$ cat config.mk
export PLATFORM = sky130hd
export DESIGN_NAME = tlm_monitor
export DESIGN_NICKNAME = d
export VERILOG_FILES = /design/src/hw/tlm_pkg.sv /design/src/hw/tlm_monitor.sv
export SDC_FILE = /design/constraint.sdc
export NUM_CORES = 1
export LEC_CHECK = 0
export BUFFER_PORTS_ARGS = -buffer_cell sky130_fd_sc_hd__clkbuf_2
export CAP_MARGIN = 10
export CORE_ASPECT_RATIO = 0.9
export CORE_MARGIN = 2
export CORE_UTILIZATION = 60
export CTS_BUF_LIST = sky130_fd_sc_hd__clkbuf_4
export DETAILED_ROUTE_END_ITERATION = 7
export MAX_ROUTING_LAYER = met4
export PLACE_DENSITY = 0.88
export SYNTH_ARGS = -nofsm -noshare
export SYNTH_HDL_FRONTEND = slang
export SYNTH_SLANG_ARGS = --single-unit
$ cat constraint.sdc
create_clock -name clk -period 6.8 [get_ports clk]
set_input_delay 1.36 -clock clk [delete_from_list [all_inputs] [get_ports clk]]
set_output_delay 1.36 -clock clk [all_outputs]
set_load 0.005 [all_outputs]
$ cat src/hw/tlm_pkg.sv
package tlm_pkg;

    // Register offsets on the host register port.
    localparam logic [7:0] ADDR_CONFIG_ONE = 8'h01;
    localparam logic [7:0] ADDR_MASK_ONE = 8'h08;
    localparam logic [7:0] ADDR_MASK_TWO = 8'h09;
    localparam logic [7:0] ADDR_MASK_THREE = 8'h0a;
    localparam logic [7:0] ADDR_LOCAL_HIGH_LIMIT = 8'h0b;
    localparam logic [7:0] ADDR_LOCAL_LOW_LIMIT = 8'h0c;
    localparam logic [7:0] ADDR_LOCAL_OVERTEMP_LIMIT = 8'h0d;
    localparam logic [7:0] ADDR_REMOTE_HIGH_LIMIT = 8'h0e;
    localparam logic [7:0] ADDR_REMOTE_LOW_LIMIT = 8'h0f;
    localparam logic [7:0] ADDR_REMOTE_OVERTEMP_LIMIT = 8'h10;
    localparam logic [7:0] ADDR_LOCAL_OFFSET = 8'h16;
    localparam logic [7:0] ADDR_REMOTE_OFFSET = 8'h17;
    localparam logic [7:0] ADDR_OVERTEMP_ONTIME_PCT_LIMIT = 8'h19;
    localparam logic [7:0] ADDR_LOCAL_VALUE_LOW = 8'h40;
    localparam logic [7:0] ADDR_LOCAL_VALUE_HIGH = 8'h41;
    localparam logic [7:0] ADDR_REMOTE_VALUE_LOW = 8'h42;
    localparam logic [7:0] ADDR_REMOTE_VALUE_HIGH = 8'h43;
    localparam logic [7:0] ADDR_STATUS_ONE = 8'h4f;
    localparam logic [7:0] ADDR_STATUS_TWO = 8'h50;
    localparam logic [7:0] ADDR_STATUS_THREE = 8'h51;

    // Reset values.
    localparam logic [7:0] RST_CONFIG_ONE = 8'h01;
    localparam logic [7:0] RST_MASK = 8'h00;
    localparam logic [7:0] RST_HIGH_LIMIT = 8'h8b;
    localparam logic [7:0] RST_LOW_LIMIT = 8'h54;
    localparam logic [7:0] RST_OVERTEMP_LIMIT = 8'h95;
    localparam logic [7:0] RST_OFFSET = 8'h00;
    localparam logic [7:0] RST_ONTIME_PCT_LIMIT = 8'hff;
    localparam logic [12:0] RST_VALUE = 13'h0000;

    // Configuration register one field positions.
    localparam int CFG_MONITOR_BIT = 0;
    localparam int CFG_ALERT_MODE_BIT = 3;

    // Value layout: 13 bits of 0.03125 degree, top 8 bits are whole degrees.
    localparam int VALUE_W = 13;
    localparam int VALUE_FRAC_W = 5;
    // One offset step of 0.125 degree is four value steps.
    localparam int OFFSET_SHIFT = 2;

    // Conversion times in ms, clock in Hz, derived cycle counts.
    localparam int LOCAL_CONV_MS = 11;
    localparam int REMOTE_CONV_MS = 32;
    localparam int CLK_HZ = 40000000;
    localparam int LOCAL_CONV_CYC = LOCAL_CONV_MS * (CLK_HZ / 1000);
    localparam int REMOTE_CONV_CYC = REMOTE_CONV_MS * (CLK_HZ / 1000);
    localparam int TIMER_W = 24;

    // Host register access request.
    typedef struct packed {
        logic [7:0] addr;
        logic wr;
        logic rd;
        logic [7:0] wdata;
    } tlm_req_t;

    // Live out-of-limit conditions, one per sticky flag.
    typedef struct packed {
        logic local_high_flag;
        logic local_low_flag;
        logic remote_high_flag;
        logic remote_low_flag;
        logic remote_diode_fault_flag;
        logic local_overtemp_flag;
        logic remote_overtemp_flag;
        logic ontime_flag;
        logic overtemp_asserted_flag;
        logic overtemp_pin_state_flag;
        logic fan_stall_flag;
        logic fan_alarm_flag;
    } tlm_flags_t;

endpackage : tlm_pkg

$ cat src/hw/tlm_monitor.sv
`timescale 1ns/1ps
// Notes on behaviour
// - Per-channel offset added before storing value.
// - Offset is signed 0.125 degree step, resets zero.
// - Six 8-bit high, low, overtemp limit registers.
// - High limit flags when value >= limit.
// - Low limit flags when value < limit.
// - Round-robin conversions set matching status bits.
// - Standby bit 0 starts or stops monitoring.
// - Each finished conversion updates its value register.
// - Local takes 11 ms, remote 32 ms, repeat.
// - Fan measurement runs unsynchronised, concurrently.
// - Status 1 means out of limit, contiguous.
// - Sticky until in-limit and read, or ARA.
// - Status three bit 0 shows alert driven low.
// - Alert pin signals out-of-limit without polling.
// - Mask bits gate alert, status still sets.
// - Status one holds local/remote high/low, diode fault.
// - Status two holds overtemp, on-time, asserted bits.
// - Pin-state bit clears only when pin inactive.
// - Config bit 3 selects latched or comparator alert.
// - Value step 0.03125 degree, code 64 is zero.
module tlm_monitor
    import tlm_pkg::*;
#(
    parameter int LOCAL_CONV_CYCLES = LOCAL_CONV_CYC,
    parameter int REMOTE_CONV_CYCLES = REMOTE_CONV_CYC
) (
    // Clock and reset.
    input wire logic clk,
    input wire logic nrst,
    // Host register port, served by the serial bus engine.
    input wire tlm_req_t reg_req,
    output logic [7:0] reg_rdata,
    // Alert response address transaction finished, one-cycle pulse.
    input wire logic ara_done,
    // Converter side: raw result of the channel being converted.
    input wire logic [12:0] adc_raw,
    output logic conv_remote,
    output logic conv_done,
    // Asynchronous level inputs from pins and the analog front end.
    input wire logic remote_diode_fault,
    input wire logic overtemp_pin_active,
    // Same-clock events from the overtemp timer and fan logic.
    input wire logic ontime_exceeded,
    input wire logic overtemp_asserted,
    input wire logic fan_stall,
    input wire logic fan_alarm,
    // Open-drain alert pin; enable is low while the pin is pulled low.
    output logic alert_out,
    output logic alert_oe_n
);

    // Sequencer states; idle means standby.
    typedef enum logic [1:0] {ST_IDLE, ST_LOCAL, ST_REMOTE} tlm_state_t;

    // Configuration, masks, limits and offsets.
    logic [7:0] config_one_q;
    logic [7:0] mask_one_q;
    logic [7:0] mask_two_q;
    logic [7:0] mask_three_q;
    logic [7:0] local_high_limit_q;
    logic [7:0] local_low_limit_q;
    logic [7:0] local_overtemp_limit_q;
    logic [7:0] remote_high_limit_q;
    logic [7:0] remote_low_limit_q;
    logic [7:0] remote_overtemp_limit_q;
    logic [7:0] local_offset_q;
    logic [7:0] remote_offset_q;
    logic [7:0] ontime_pct_limit_q;
    // Corrected values of each channel.
    logic [12:0] local_value_q;
    logic [12:0] remote_value_q;
    // Sequencer state and conversion timer.
    tlm_state_t state_q;
    logic [TIMER_W-1:0] timer_q;
    // Synchronisers for the asynchronous inputs.
    logic [1:0] diode_sync_q;
    logic [1:0] pin_sync_q;
    // Live limit results held between conversions.
    logic local_high_q, local_low_q, local_ot_q;
    logic remote_high_q, remote_low_q, remote_ot_q;
    // Sticky status flags and the alert drive.
    tlm_flags_t sticky_q;
    logic alert_drive_q;

    // Combinational helpers.
    tlm_flags_t live;
    tlm_flags_t clr;
    logic conv_end;
    logic [7:0] cur_offset;
    logic signed [14:0] corrected;
    logic [12:0] corrected_sat;
    logic [12:0] cur_high, cur_low, cur_ot;
    logic rd_one, rd_two, rd_three;
    logic [11:0] mask_vec;
    logic alert_want;

    // Writable registers, including the standby and alert mode bits.
    always_ff @(posedge clk) begin
        if (!nrst) begin
            config_one_q <= RST_CONFIG_ONE;
            mask_one_q <= RST_MASK;
            mask_two_q <= RST_MASK;
            mask_three_q <= RST_MASK;
            local_high_limit_q <= RST_HIGH_LIMIT;
            local_low_limit_q <= RST_LOW_LIMIT;
            local_overtemp_limit_q <= RST_OVERTEMP_LIMIT;
            remote_high_limit_q <= RST_HIGH_LIMIT;
            remote_low_limit_q <= RST_LOW_LIMIT;
            remote_overtemp_limit_q <= RST_OVERTEMP_LIMIT;
            local_offset_q <= RST_OFFSET;
            remote_offset_q <= RST_OFFSET;
            ontime_pct_limit_q <= RST_ONTIME_PCT_LIMIT;
        end else if (reg_req.wr) begin
            // Writes to read-only or unmapped offsets are dropped.
            case (reg_req.addr)
                ADDR_CONFIG_ONE: config_one_q <= reg_req.wdata;
                ADDR_MASK_ONE: mask_one_q <= reg_req.wdata;
                ADDR_MASK_TWO: mask_two_q <= reg_req.wdata;
                ADDR_MASK_THREE: mask_three_q <= reg_req.wdata;
                ADDR_LOCAL_HIGH_LIMIT: local_high_limit_q <= reg_req.wdata;
                ADDR_LOCAL_LOW_LIMIT: local_low_limit_q <= reg_req.wdata;
                ADDR_LOCAL_OVERTEMP_LIMIT: begin
                    local_overtemp_limit_q <= reg_req.wdata;
                end
                ADDR_REMOTE_HIGH_LIMIT: remote_high_limit_q <= reg_req.wdata;
                ADDR_REMOTE_LOW_LIMIT: remote_low_limit_q <= reg_req.wdata;
                ADDR_REMOTE_OVERTEMP_LIMIT: begin
                    remote_overtemp_limit_q <= reg_req.wdata;
                end
                ADDR_LOCAL_OFFSET: local_offset_q <= reg_req.wdata;
                ADDR_REMOTE_OFFSET: remote_offset_q <= reg_req.wdata;
                ADDR_OVERTEMP_ONTIME_PCT_LIMIT: begin
                    ontime_pct_limit_q <= reg_req.wdata;
                end
                default: ;
            endcase
        end
    end

    // Round-robin sequencer; a conversion ends when its time elapses.
    // Clearing standby mid-conversion abandons it, so no stale result lands.
    assign conv_end = (state_q != ST_IDLE) && (timer_q == '0);

    always_ff @(posedge clk) begin
        if (!nrst) begin
            state_q <= ST_IDLE;
            timer_q <= '0;
        end else if (!config_one_q[CFG_MONITOR_BIT]) begin
            state_q <= ST_IDLE;
            timer_q <= '0;
        end else begin
            case (state_q)
                ST_IDLE: begin
                    // Power-up or a written 1 starts with local.
                    state_q <= ST_LOCAL;
                    timer_q <= TIMER_W'(LOCAL_CONV_CYCLES - 1);
                end
                ST_LOCAL: begin
                    if (conv_end) begin
                        state_q <= ST_REMOTE;
                        timer_q <= TIMER_W'(REMOTE_CONV_CYCLES - 1);
                    end else begin
                        timer_q <= timer_q - 1'b1;
                    end
                end
                ST_REMOTE: begin
                    if (conv_end) begin
                        state_q <= ST_LOCAL;
                        timer_q <= TIMER_W'(LOCAL_CONV_CYCLES - 1);
                    end else begin
                        timer_q <= timer_q - 1'b1;
                    end
                end
                default: begin
                    state_q <= ST_IDLE;
                    timer_q <= '0;
                end
            endcase
        end
    end

    // Converter strobes: channel select and end of conversion.
    always_ff @(posedge clk) begin
        if (!nrst) begin
            conv_remote <= 1'b0;
            conv_done <= 1'b0;
        end else begin
            conv_remote <= (state_q == ST_REMOTE);
            conv_done <= conv_end;
        end
    end

    // Offset correction: signed offset scaled to value steps, then
    // saturated so a large offset cannot wrap a reading round.
    assign cur_offset = (state_q == ST_REMOTE) ? remote_offset_q
                                               : local_offset_q;
    assign corrected = $signed({2'b00, adc_raw})
        + ($signed({{5{cur_offset[7]}}, cur_offset, 2'b00}));
    always_comb begin
        if (corrected < 0) begin
            corrected_sat = '0;
        end else if (corrected > 15'sd8191) begin
            corrected_sat = '1;
        end else begin
            corrected_sat = corrected[12:0];
        end
    end

    // Value registers take each result as soon as it is done.
    always_ff @(posedge clk) begin
        if (!nrst) begin
            local_value_q <= RST_VALUE;
            remote_value_q <= RST_VALUE;
        end else if (conv_end && state_q == ST_LOCAL) begin
            local_value_q <= corrected_sat;
        end else if (conv_end && state_q == ST_REMOTE) begin
            remote_value_q <= corrected_sat;
        end
    end

    // Limits are whole degrees with 64 as zero, so they align with the
    // top eight bits of the 0.03125 degree value.
    assign cur_high = (state_q == ST_REMOTE)
        ? {remote_high_limit_q, 5'h00} : {local_high_limit_q, 5'h00};
    assign cur_low = (state_q == ST_REMOTE)
        ? {remote_low_limit_q, 5'h00} : {local_low_limit_q, 5'h00};
    assign cur_ot = (state_q == ST_REMOTE)
        ? {remote_overtemp_limit_q, 5'h00} : {local_overtemp_limit_q, 5'h00};

    // Limit checks on the corrected result, held until the next pass.
    always_ff @(posedge clk) begin
        if (!nrst) begin
            local_high_q <= 1'b0;
            local_low_q <= 1'b0;
            local_ot_q <= 1'b0;
            remote_high_q <= 1'b0;
            remote_low_q <= 1'b0;
            remote_ot_q <= 1'b0;
        end else if (conv_end && state_q == ST_LOCAL) begin
            local_high_q <= (corrected_sat >= cur_high);
            local_low_q <= (corrected_sat < cur_low);
            local_ot_q <= (corrected_sat >= cur_ot);
        end else if (conv_end && state_q == ST_REMOTE) begin
            remote_high_q <= (corrected_sat >= cur_high);
            remote_low_q <= (corrected_sat < cur_low);
            remote_ot_q <= (corrected_sat >= cur_ot);
        end
    end

    // Two-stage synchronisers; only the second stage is read.
    always_ff @(posedge clk) begin
        if (!nrst) begin
            diode_sync_q <= 2'b00;
            pin_sync_q <= 2'b00;
        end else begin
            diode_sync_q <= {diode_sync_q[0], remote_diode_fault};
            pin_sync_q <= {pin_sync_q[0], overtemp_pin_active};
        end
    end

    // Live conditions; fan events arrive on their own, with no tie to
    // the temperature sequence.
    assign live = '{local_high_q, local_low_q, remote_high_q, remote_low_q,
        diode_sync_q[1], local_ot_q, remote_ot_q, ontime_exceeded,
        overtemp_asserted, pin_sync_q[1],
        fan_stall, fan_alarm};

    // Status reads; each read clears only flags whose condition is gone.
    assign rd_one = reg_req.rd && (reg_req.addr == ADDR_STATUS_ONE);
    assign rd_two = reg_req.rd && (reg_req.addr == ADDR_STATUS_TWO);
    assign rd_three = reg_req.rd && (reg_req.addr == ADDR_STATUS_THREE);

    assign clr = '{rd_one, rd_one, rd_one, rd_one, rd_one, rd_two, rd_two,
        rd_two, rd_two, rd_two, rd_three, rd_three};

    // Sticky flags: a live condition always wins over any clear, so an
    // event landing on the clearing read is kept. The alert response
    // clears every flag whose condition is gone; a lasting fault stays set.
    always_ff @(posedge clk) begin
        if (!nrst) begin
            sticky_q <= '0;
        end else begin
            sticky_q <= live
                | (sticky_q & ~((clr & ~live)
                | {12{ara_done}}));
        end
    end

    // Mask bits in the order of the flag struct.
    assign mask_vec = {mask_one_q[7:3], 2'b00, mask_two_q[4:2],
                       mask_three_q[7:6]};

    // Latched mode follows the unmasked sticky flags; comparator mode
    // follows live conditions and ignores the pin-state flag.
    always_comb begin
        if (config_one_q[CFG_ALERT_MODE_BIT]) begin
            alert_want = |(live & ~mask_vec
                & ~12'h004);
        end else begin
            alert_want = |(sticky_q & ~mask_vec);
        end
    end

    // Alert drive is registered; the pin is only ever pulled low.
    always_ff @(posedge clk) begin
        if (!nrst) begin
            alert_drive_q <= 1'b0;
        end else begin
            alert_drive_q <= alert_want;
        end
    end
    assign alert_out = 1'b0;
    assign alert_oe_n = ~alert_drive_q;

    // Read data, one cycle after the read strobe; unmapped reads zero.
    always_ff @(posedge clk) begin
        if (!nrst) begin
            reg_rdata <= 8'h00;
        end else if (reg_req.rd) begin
            case (reg_req.addr)
                ADDR_CONFIG_ONE: reg_rdata <= config_one_q;
                ADDR_MASK_ONE: reg_rdata <= mask_one_q;
                ADDR_MASK_TWO: reg_rdata <= mask_two_q;
                ADDR_MASK_THREE: reg_rdata <= mask_three_q;
                ADDR_LOCAL_HIGH_LIMIT: reg_rdata <= local_high_limit_q;
                ADDR_LOCAL_LOW_LIMIT: reg_rdata <= local_low_limit_q;
                ADDR_LOCAL_OVERTEMP_LIMIT: begin
                    reg_rdata <= local_overtemp_limit_q;
                end
                ADDR_REMOTE_HIGH_LIMIT: reg_rdata <= remote_high_limit_q;
                ADDR_REMOTE_LOW_LIMIT: reg_rdata <= remote_low_limit_q;
                ADDR_REMOTE_OVERTEMP_LIMIT: begin
                    reg_rdata <= remote_overtemp_limit_q;
                end
                ADDR_LOCAL_OFFSET: reg_rdata <= local_offset_q;
                ADDR_REMOTE_OFFSET: reg_rdata <= remote_offset_q;
                ADDR_OVERTEMP_ONTIME_PCT_LIMIT: begin
                    reg_rdata <= ontime_pct_limit_q;
                end
                ADDR_LOCAL_VALUE_LOW: reg_rdata <= {local_value_q[4:0], 3'h0};
                ADDR_LOCAL_VALUE_HIGH: reg_rdata <= local_value_q[12:5];
                ADDR_REMOTE_VALUE_LOW: begin
                    reg_rdata <= {remote_value_q[4:0], 3'b000};
                end
                ADDR_REMOTE_VALUE_HIGH: reg_rdata <= remote_value_q[12:5];
                // The flag struct runs in status order: five status one
                // bits, five status two bits, then the two fan bits.
                ADDR_STATUS_ONE: reg_rdata <= {sticky_q[11:7], 3'h0};
                ADDR_STATUS_TWO: begin
                    reg_rdata <= {sticky_q[6:5], 1'h0, sticky_q[4:2],
                                  2'h0};
                end
                ADDR_STATUS_THREE: begin
                    reg_rdata <= {sticky_q[1:0], 5'h0, alert_drive_q};
                end
                default: reg_rdata <= 8'h00;
            endcase
        end
    end

endmodule : tlm_monitor

## Yosys cells after proc, flatten, opt, wreduce, memory -nomap -nowiden

Index checks and enable logic that the tools add are counted.

| word-level totals | value |
|---|---|
| bits in registers | 189 |
| output and inout port bits | 12 |
| input port bits | 40 |
| word-level logic and storage cells | 124 |

| operators by class | value |
|---|---|
| bitwise operators | 11 |
| order comparisons | 5 |
| multiplexer cells | 14 |
| eq/ne operators | 24 |
| add/subtract/negate cells | 2 |
| reduce and logical (&&, ||, !) cells | 27 |

Operators by type and width:

| operator | count |
|---|---|
| one-hot mux 8 bit (20 select lines) | 1 |
| one-hot mux 24 bit (3 select lines) | 1 |
| 2-to-1 mux 13 bit | 5 |
| == test 8 x 4 -> 1 bit, second input constant | 8 |
| == test 8 x 7 -> 1 bit, second input constant | 7 |
| AND 12 bit | 4 |
| 2-to-1 mux 24 bit | 2 |
| inverter 12 bit | 3 |
| == test 8 x 5 -> 1 bit, second input constant | 4 |
| AND reduction 2 bit | 16 |
| greater-or-equal comparator 13 bit | 2 |
| logical NOT 24 bit | 1 |
| OR 12 bit | 2 |
| subtractor 24 x 1 -> 24 bit, second input constant | 1 |
| adder 14 x 10 -> 15 bit | 1 |
| greater-than comparator 15 x 14 -> 1 bit, second input constant | 1 |
| < comparator 15 x 1 -> 1 bit, second input constant | 1 |
| < comparator 13 bit | 1 |
| OR reduction 12 bit | 1 |
| OR reduction 11 bit | 1 |
| == test 8 x 1 -> 1 bit, second input constant | 1 |
| 2-to-1 mux 8 bit | 1 |
| logical AND 1 bit | 6 |
| one-hot mux 2 bit (3 select lines) | 1 |
| other kinds (8) | 11 |

## Logic depth before layout (Yosys ltp)

| logic depth | value |
|---|---|
| word-level depth | 7 |
| gate-level depth with buffers | 24 |
| depth with buffers taken out | 20 |

## Worst setup path after synthesis

OpenSTA, ideal clock, no wires.

| path | value |
|---|---|
| path kind | reg2reg |
| from | register state_q[0] |
| to | register local_ot_q |
| path buffers | 4 |
| slack | 1.865 ns |
| cell stages (with the launch flop) | 24 |
| period minus slack after synthesis | 4.935 ns |
| arrival time | 4.819 ns |
| required time | 6.684 ns |
| setup time | 0.116 ns |
| cells stage by stage | dfxtp_1 -> clkbuf_1 -> nand2b_1 -> clkbuf_1 -> buf_1 -> clkbuf_1 -> nand2_1 -> nand2_1 -> ha_1 -> a211oi_2 -> o21ai_0 -> and3b_1 -> nor2_1 -> xnor2_1 -> nor2_1 -> nor2_1 -> ha_1 -> nor2b_1 -> o211ai_1 -> a21boi_0 -> o21ai_0 -> a21oi_1 -> a211o_1 -> o211a_1 |

| between the ends | value |
|---|---|
| longest elaborated chain between the ends | 7 |
| elaborated cells between the ends (all ways) | 13 |
| classes of those cells | add/sub: 1; order compare: 3; eq/ne: 2; mux: 4; reduce/logical: 3 |

RTL lines:

| item | RTL line | source |
|---|---|---|
| start, declared | tlm_monitor.sv:75 | `tlm_state_t state_q;` |
| start signal, assigned | tlm_monitor.sv:148 | `state_q <= ST_IDLE;` |
| start signal, assigned | tlm_monitor.sv:151 | `state_q <= ST_IDLE;` |
| start signal, assigned | tlm_monitor.sv:157 | `state_q <= ST_LOCAL;` |
| == test 2 bit | tlm_monitor.sv:197, tlm_monitor.sv:229 |  |
| 2-to-1 mux 8 bit | tlm_monitor.sv:197 | `assign cur_offset = (state_q == ST_REMOTE) ? remote_offset_q` |
| adder 14 x 10 -> 15 bit | tlm_monitor.sv:200 | `+ ($signed({{5{cur_offset[7]}}, cur_offset, 2'b00}));` |
| greater-than comparator 15 x 14 -> 1 bit | tlm_monitor.sv:204 | `end else if (corrected > 15'sd8191) begin` |
| 2-to-1 mux 13 bit | tlm_monitor.sv:204 |  |
| 2-to-1 mux 13 bit | tlm_monitor.sv:202 | `if (corrected < 0) begin` |
| greater-or-equal comparator 13 bit | tlm_monitor.sv:244 | `local_ot_q <= (corrected_sat >= cur_ot);` |
| end signal, assigned | tlm_monitor.sv:244 |  |
| end, declared | tlm_monitor.sv:81 | `logic local_high_q, local_low_q, local_ot_q;` |

Several ways; a longest one is shown, not always the timed one.
A chain may end at the register's enable or synchronous reset.

## Worst setup path in the final report

| path | value |
|---|---|
| from | register state_q[0] |
| to | register remote_low_q |

| between the ends | value |
|---|---|
| longest elaborated chain between the ends | 7 |
| elaborated cells between the ends (all ways) | 16 |
| classes of those cells | add/sub: 1; order compare: 3; eq/ne: 2; mux: 4; bitwise: 1; reduce/logical: 5 |

RTL lines:

| item | RTL line | source |
|---|---|---|
| == test 2 bit * | tlm_monitor.sv:197 |  |
| 2-to-1 mux 8 bit * | tlm_monitor.sv:197 |  |
| adder 14 x 10 -> 15 bit * | tlm_monitor.sv:200 |  |
| greater-than comparator 15 x 14 -> 1 bit | tlm_monitor.sv:204 |  |
| 2-to-1 mux 13 bit | tlm_monitor.sv:204 |  |
| 2-to-1 mux 13 bit * | tlm_monitor.sv:202 |  |
| net corrected_sat[10] | tlm_monitor.sv:93 | `logic [12:0] corrected_sat;` |
| < comparator 13 bit * | tlm_monitor.sv:247 | `remote_low_q <= (corrected_sat < cur_low);` |
| end signal, assigned | tlm_monitor.sv:247 |  |
| end, declared | tlm_monitor.sv:82 | `logic remote_high_q, remote_low_q, remote_ot_q;` |

The timed path passes the listed nets; every way through them passes the cells marked *.

==> results.ini <==
[outcome]
outcome=finished clean

[timing]
finalMaxSlewViolations=0
hold_viol_final=0
tightest_slew_ns=0.9442
period_needed_ns=5.265
max_freq_mhz=189.9
setup_tns_ns=0
post-route-period-util_pct=77.43
fin_skew_ns=0.02362
report.final.setup_viol=0
grt_setup_unrepaired=no
slew_headroom_pct=36.17

[clocking]
cts_tree=done
insertion_delay_ns=0.61
hold_buffers=0
cts.clk_slew.worst_paths_ns=0.17
clock-root-buffer=clkbuf_4
postCtsSetupRepairBufs=0
clockBufferDepth=2
numCtsBuffers=17
cts_resized=0
clock_sinks=189
htree_levels=4

[global_route]
grt_pass1_wl_mm=49.04
busiest_layer=met2
antenna_found_initial=1
grt_usage_pct=36.28
overflow=0
met3_usage_pct=7.946
met1_usage_pct=48.31
grt_max_degree=66
first_global_vias=8724
use_met2_pct=54.20

[logic_synthesis]
ys_types=75
synth_edf_count=0
yosysSeqAreaShare_pct=37.44
ys_warn_count=0
syn_inst=1234
ys.flop_type=dfxtp_1
synth_area_sq_mm=0.01011
synth_fp_nets=1311
avgSynthCellArea_sq_um=8.191
ys_ff_latch=189
async_flop_share_pct=0

[critical_path]
crit_path_max_fanout=10
rrSetupSlack_ns=1.54
path_common_cell=nor2_1
crit_family=simple AND/OR/NAND/NOR gates
cp.required_ns=7.35
critPathArrivalTime_ns=5.81
reg2reg_depth=19
crit_slowest_cell=dfxtp_1
cp-start-kind=register
cp-end-kind=register
cp_cell_sequence=nand2b_1, mux2i_1, inv_1, ha_1, a211oi_1, o31ai_1, or2_2, nor2_1, xnor2_1, nor2_1, nor2_1, ha_1, a21oi_1, nor2b_1, o21ai_0, nand3b_1, nor4_1, a21oi_1, o21ai_0
path_class=reg -> reg
critPathMaxStageDelay_ns=0.53
worst-path-buf-inv=1
cp.depth=19

[route]
final_antenna_net_count=0
vias=9724
drt_iter0_drc=1542
avgViaCountPerCell=6.619
wl_per_cell_microns=21.67
drc=0
drtPass1Iterations=7
routed_wl_mm=31.83

[flow_run]
maxCapViolCount=0

[placement]
place_hpwl_mm=23.26
portBuffers=50
gp_congestion=1.039

[pwr]
p_total_mw=1.977
powerDensity_mw_per_mm2=185.2
vdd_drop_max_mv=0.1349
power.leakage_nw=4.349

[die]
core_sq_mm=0.01667
die_w_microns=140.8
dieArea_sq_mm=0.01790
start_util_pct=60.65
fp-row-count=45
io-pin-count=52
die_h_microns=127.1

[worst_hold_path]
whs_path_depth=1
min_path_type=reg -> reg

[cells_and_area]
drive_gt1_share_pct=9.785
final_nets=1321
area_growth_pct=5.645

[Yosys cell counts, drive strengths merged, types with 10 or more instances]
cell / count / share of area, %
dfxtp: 189 / 37
nand2: 190 / 7.1
xnor2: 14 / 1.2
nor2b: 11 / 0.68
nand3: 64 / 3.3
a21oi: 84 / 4.2
a31oi: 10 / 0.62
clkbuf: 42 / 1.6
a22o: 24 / 2.1
buf: 26 / 1.5
nor4: 11 / 0.89
o21ai: 57 / 2.8
inv: 22 / 0.82
ha: 36 / 4.5
nor3: 17 / 0.84
mux2i: 93 / 9.2
nand2b: 11 / 0.68
and2: 12 / 0.74
a22oi: 15 / 1.1
xor2: 12 / 1.0
nor2: 158 / 6.3
[layout make-up]
cell class | instances | area (sq um)
fillers | 1445 | 5988
multi-input cells | 955 | 5937
flip-flops and latches | 189 | 3784
repair buffers | 59 | 317.8
well taps | 211 | 264.0
clock inverters | 14 | 155.1
clock buffers | 18 | 135.1
inverters | 22 | 82.58
diodes | 1 | 2.502
[layer usage]
layer / vias to the layer above / share of wire [%]
met3: 140 / 12
met5: - / 0
met2: 654 / 43
met4: 0 / 4.8
met1: 4516 / 40
li1: 4414 / -
[state kept, by name, indices dropped and copies added, names as in the netlist, 12 cells and up]
register / count
timer_q: 24
remote_value_q: 13
sticky_q: 12
local_value_q: 13
[where the power goes]
part           internal [mW]  switching, mW  leakage, nW
logic                 0.0625          0.130         2.67
registers               1.12         0.0140         1.53
clock network          0.231          0.418        0.152
[path summary, 6_finish.rpt]
kind                              startpoint                          to
setup / recovery     state_q[0]$_SDFFE_PN0P_   remote_low_q$_SDFFE_PN0P_
hold / removal    diode_sync_q[0]$_SDFF_PN0_  diode_sync_q[1]$_SDFF_PN0_
setup reg to reg     state_q[0]$_SDFFE_PN0P_   remote_low_q$_SDFFE_PN0P_
hold reg to reg   diode_sync_q[0]$_SDFF_PN0_  diode_sync_q[1]$_SDFF_PN0_
[metrics by stage]
step                      worst slack [ns]  instance area (sq um)  utilization (%)  hold WS, ns  std cells
after floorplan                      1.865                  10110                -       0.4119       1234
after detailed placement             1.648                  10390            62.31       0.4305       1436
after CTS                            1.609                  10680            64.05       0.4614       1468
after global placement               1.842                  10390            62.31       0.4146       1436
final                                1.535                  10680            64.07       0.4563       1469
after global routing                0.9549                  10680            64.07       0.4814       1469
[cell families (layout without fill, tap and decap cells)]
kind of cell | count (synthesis) | after routing | share of synthesized area, %
and+or+nand+nor | 522 | 522 | 24.14
AOI/OAI and AO/OA | 267 | 267 | 17.42
DFF | 189 | 189 | 37.44
muxes | 102 | 102 | 10.21
buffers and inverters | 90 | 113 | 3.850
adders and majority gates | 37 | 37 | 4.655
xor gates and xnor gates | 26 | 26 | 2.253
other | 1 | 2 | 0.03710
[placed cells by master, fill, tap and decap left out, types with 10 or more instances in the layout]
cell        n
mux2i_1    93
a21oi_1    82
a22o_1     24
o21ai_0    53
nor2_1    152
nor3_1     17
nand3_1    62
and2_1     12
xnor2_1    14
clkbuf_2   50
a31oi_1    10
a22oi_1    15
dfxtp_1   189
nand2b_1   11
xor2_1     12
ha_1       36
clkbuf_4   18
nor2b_1    10
nand2_1   190
inv_1      21
(Power assumes the default switching activity.)
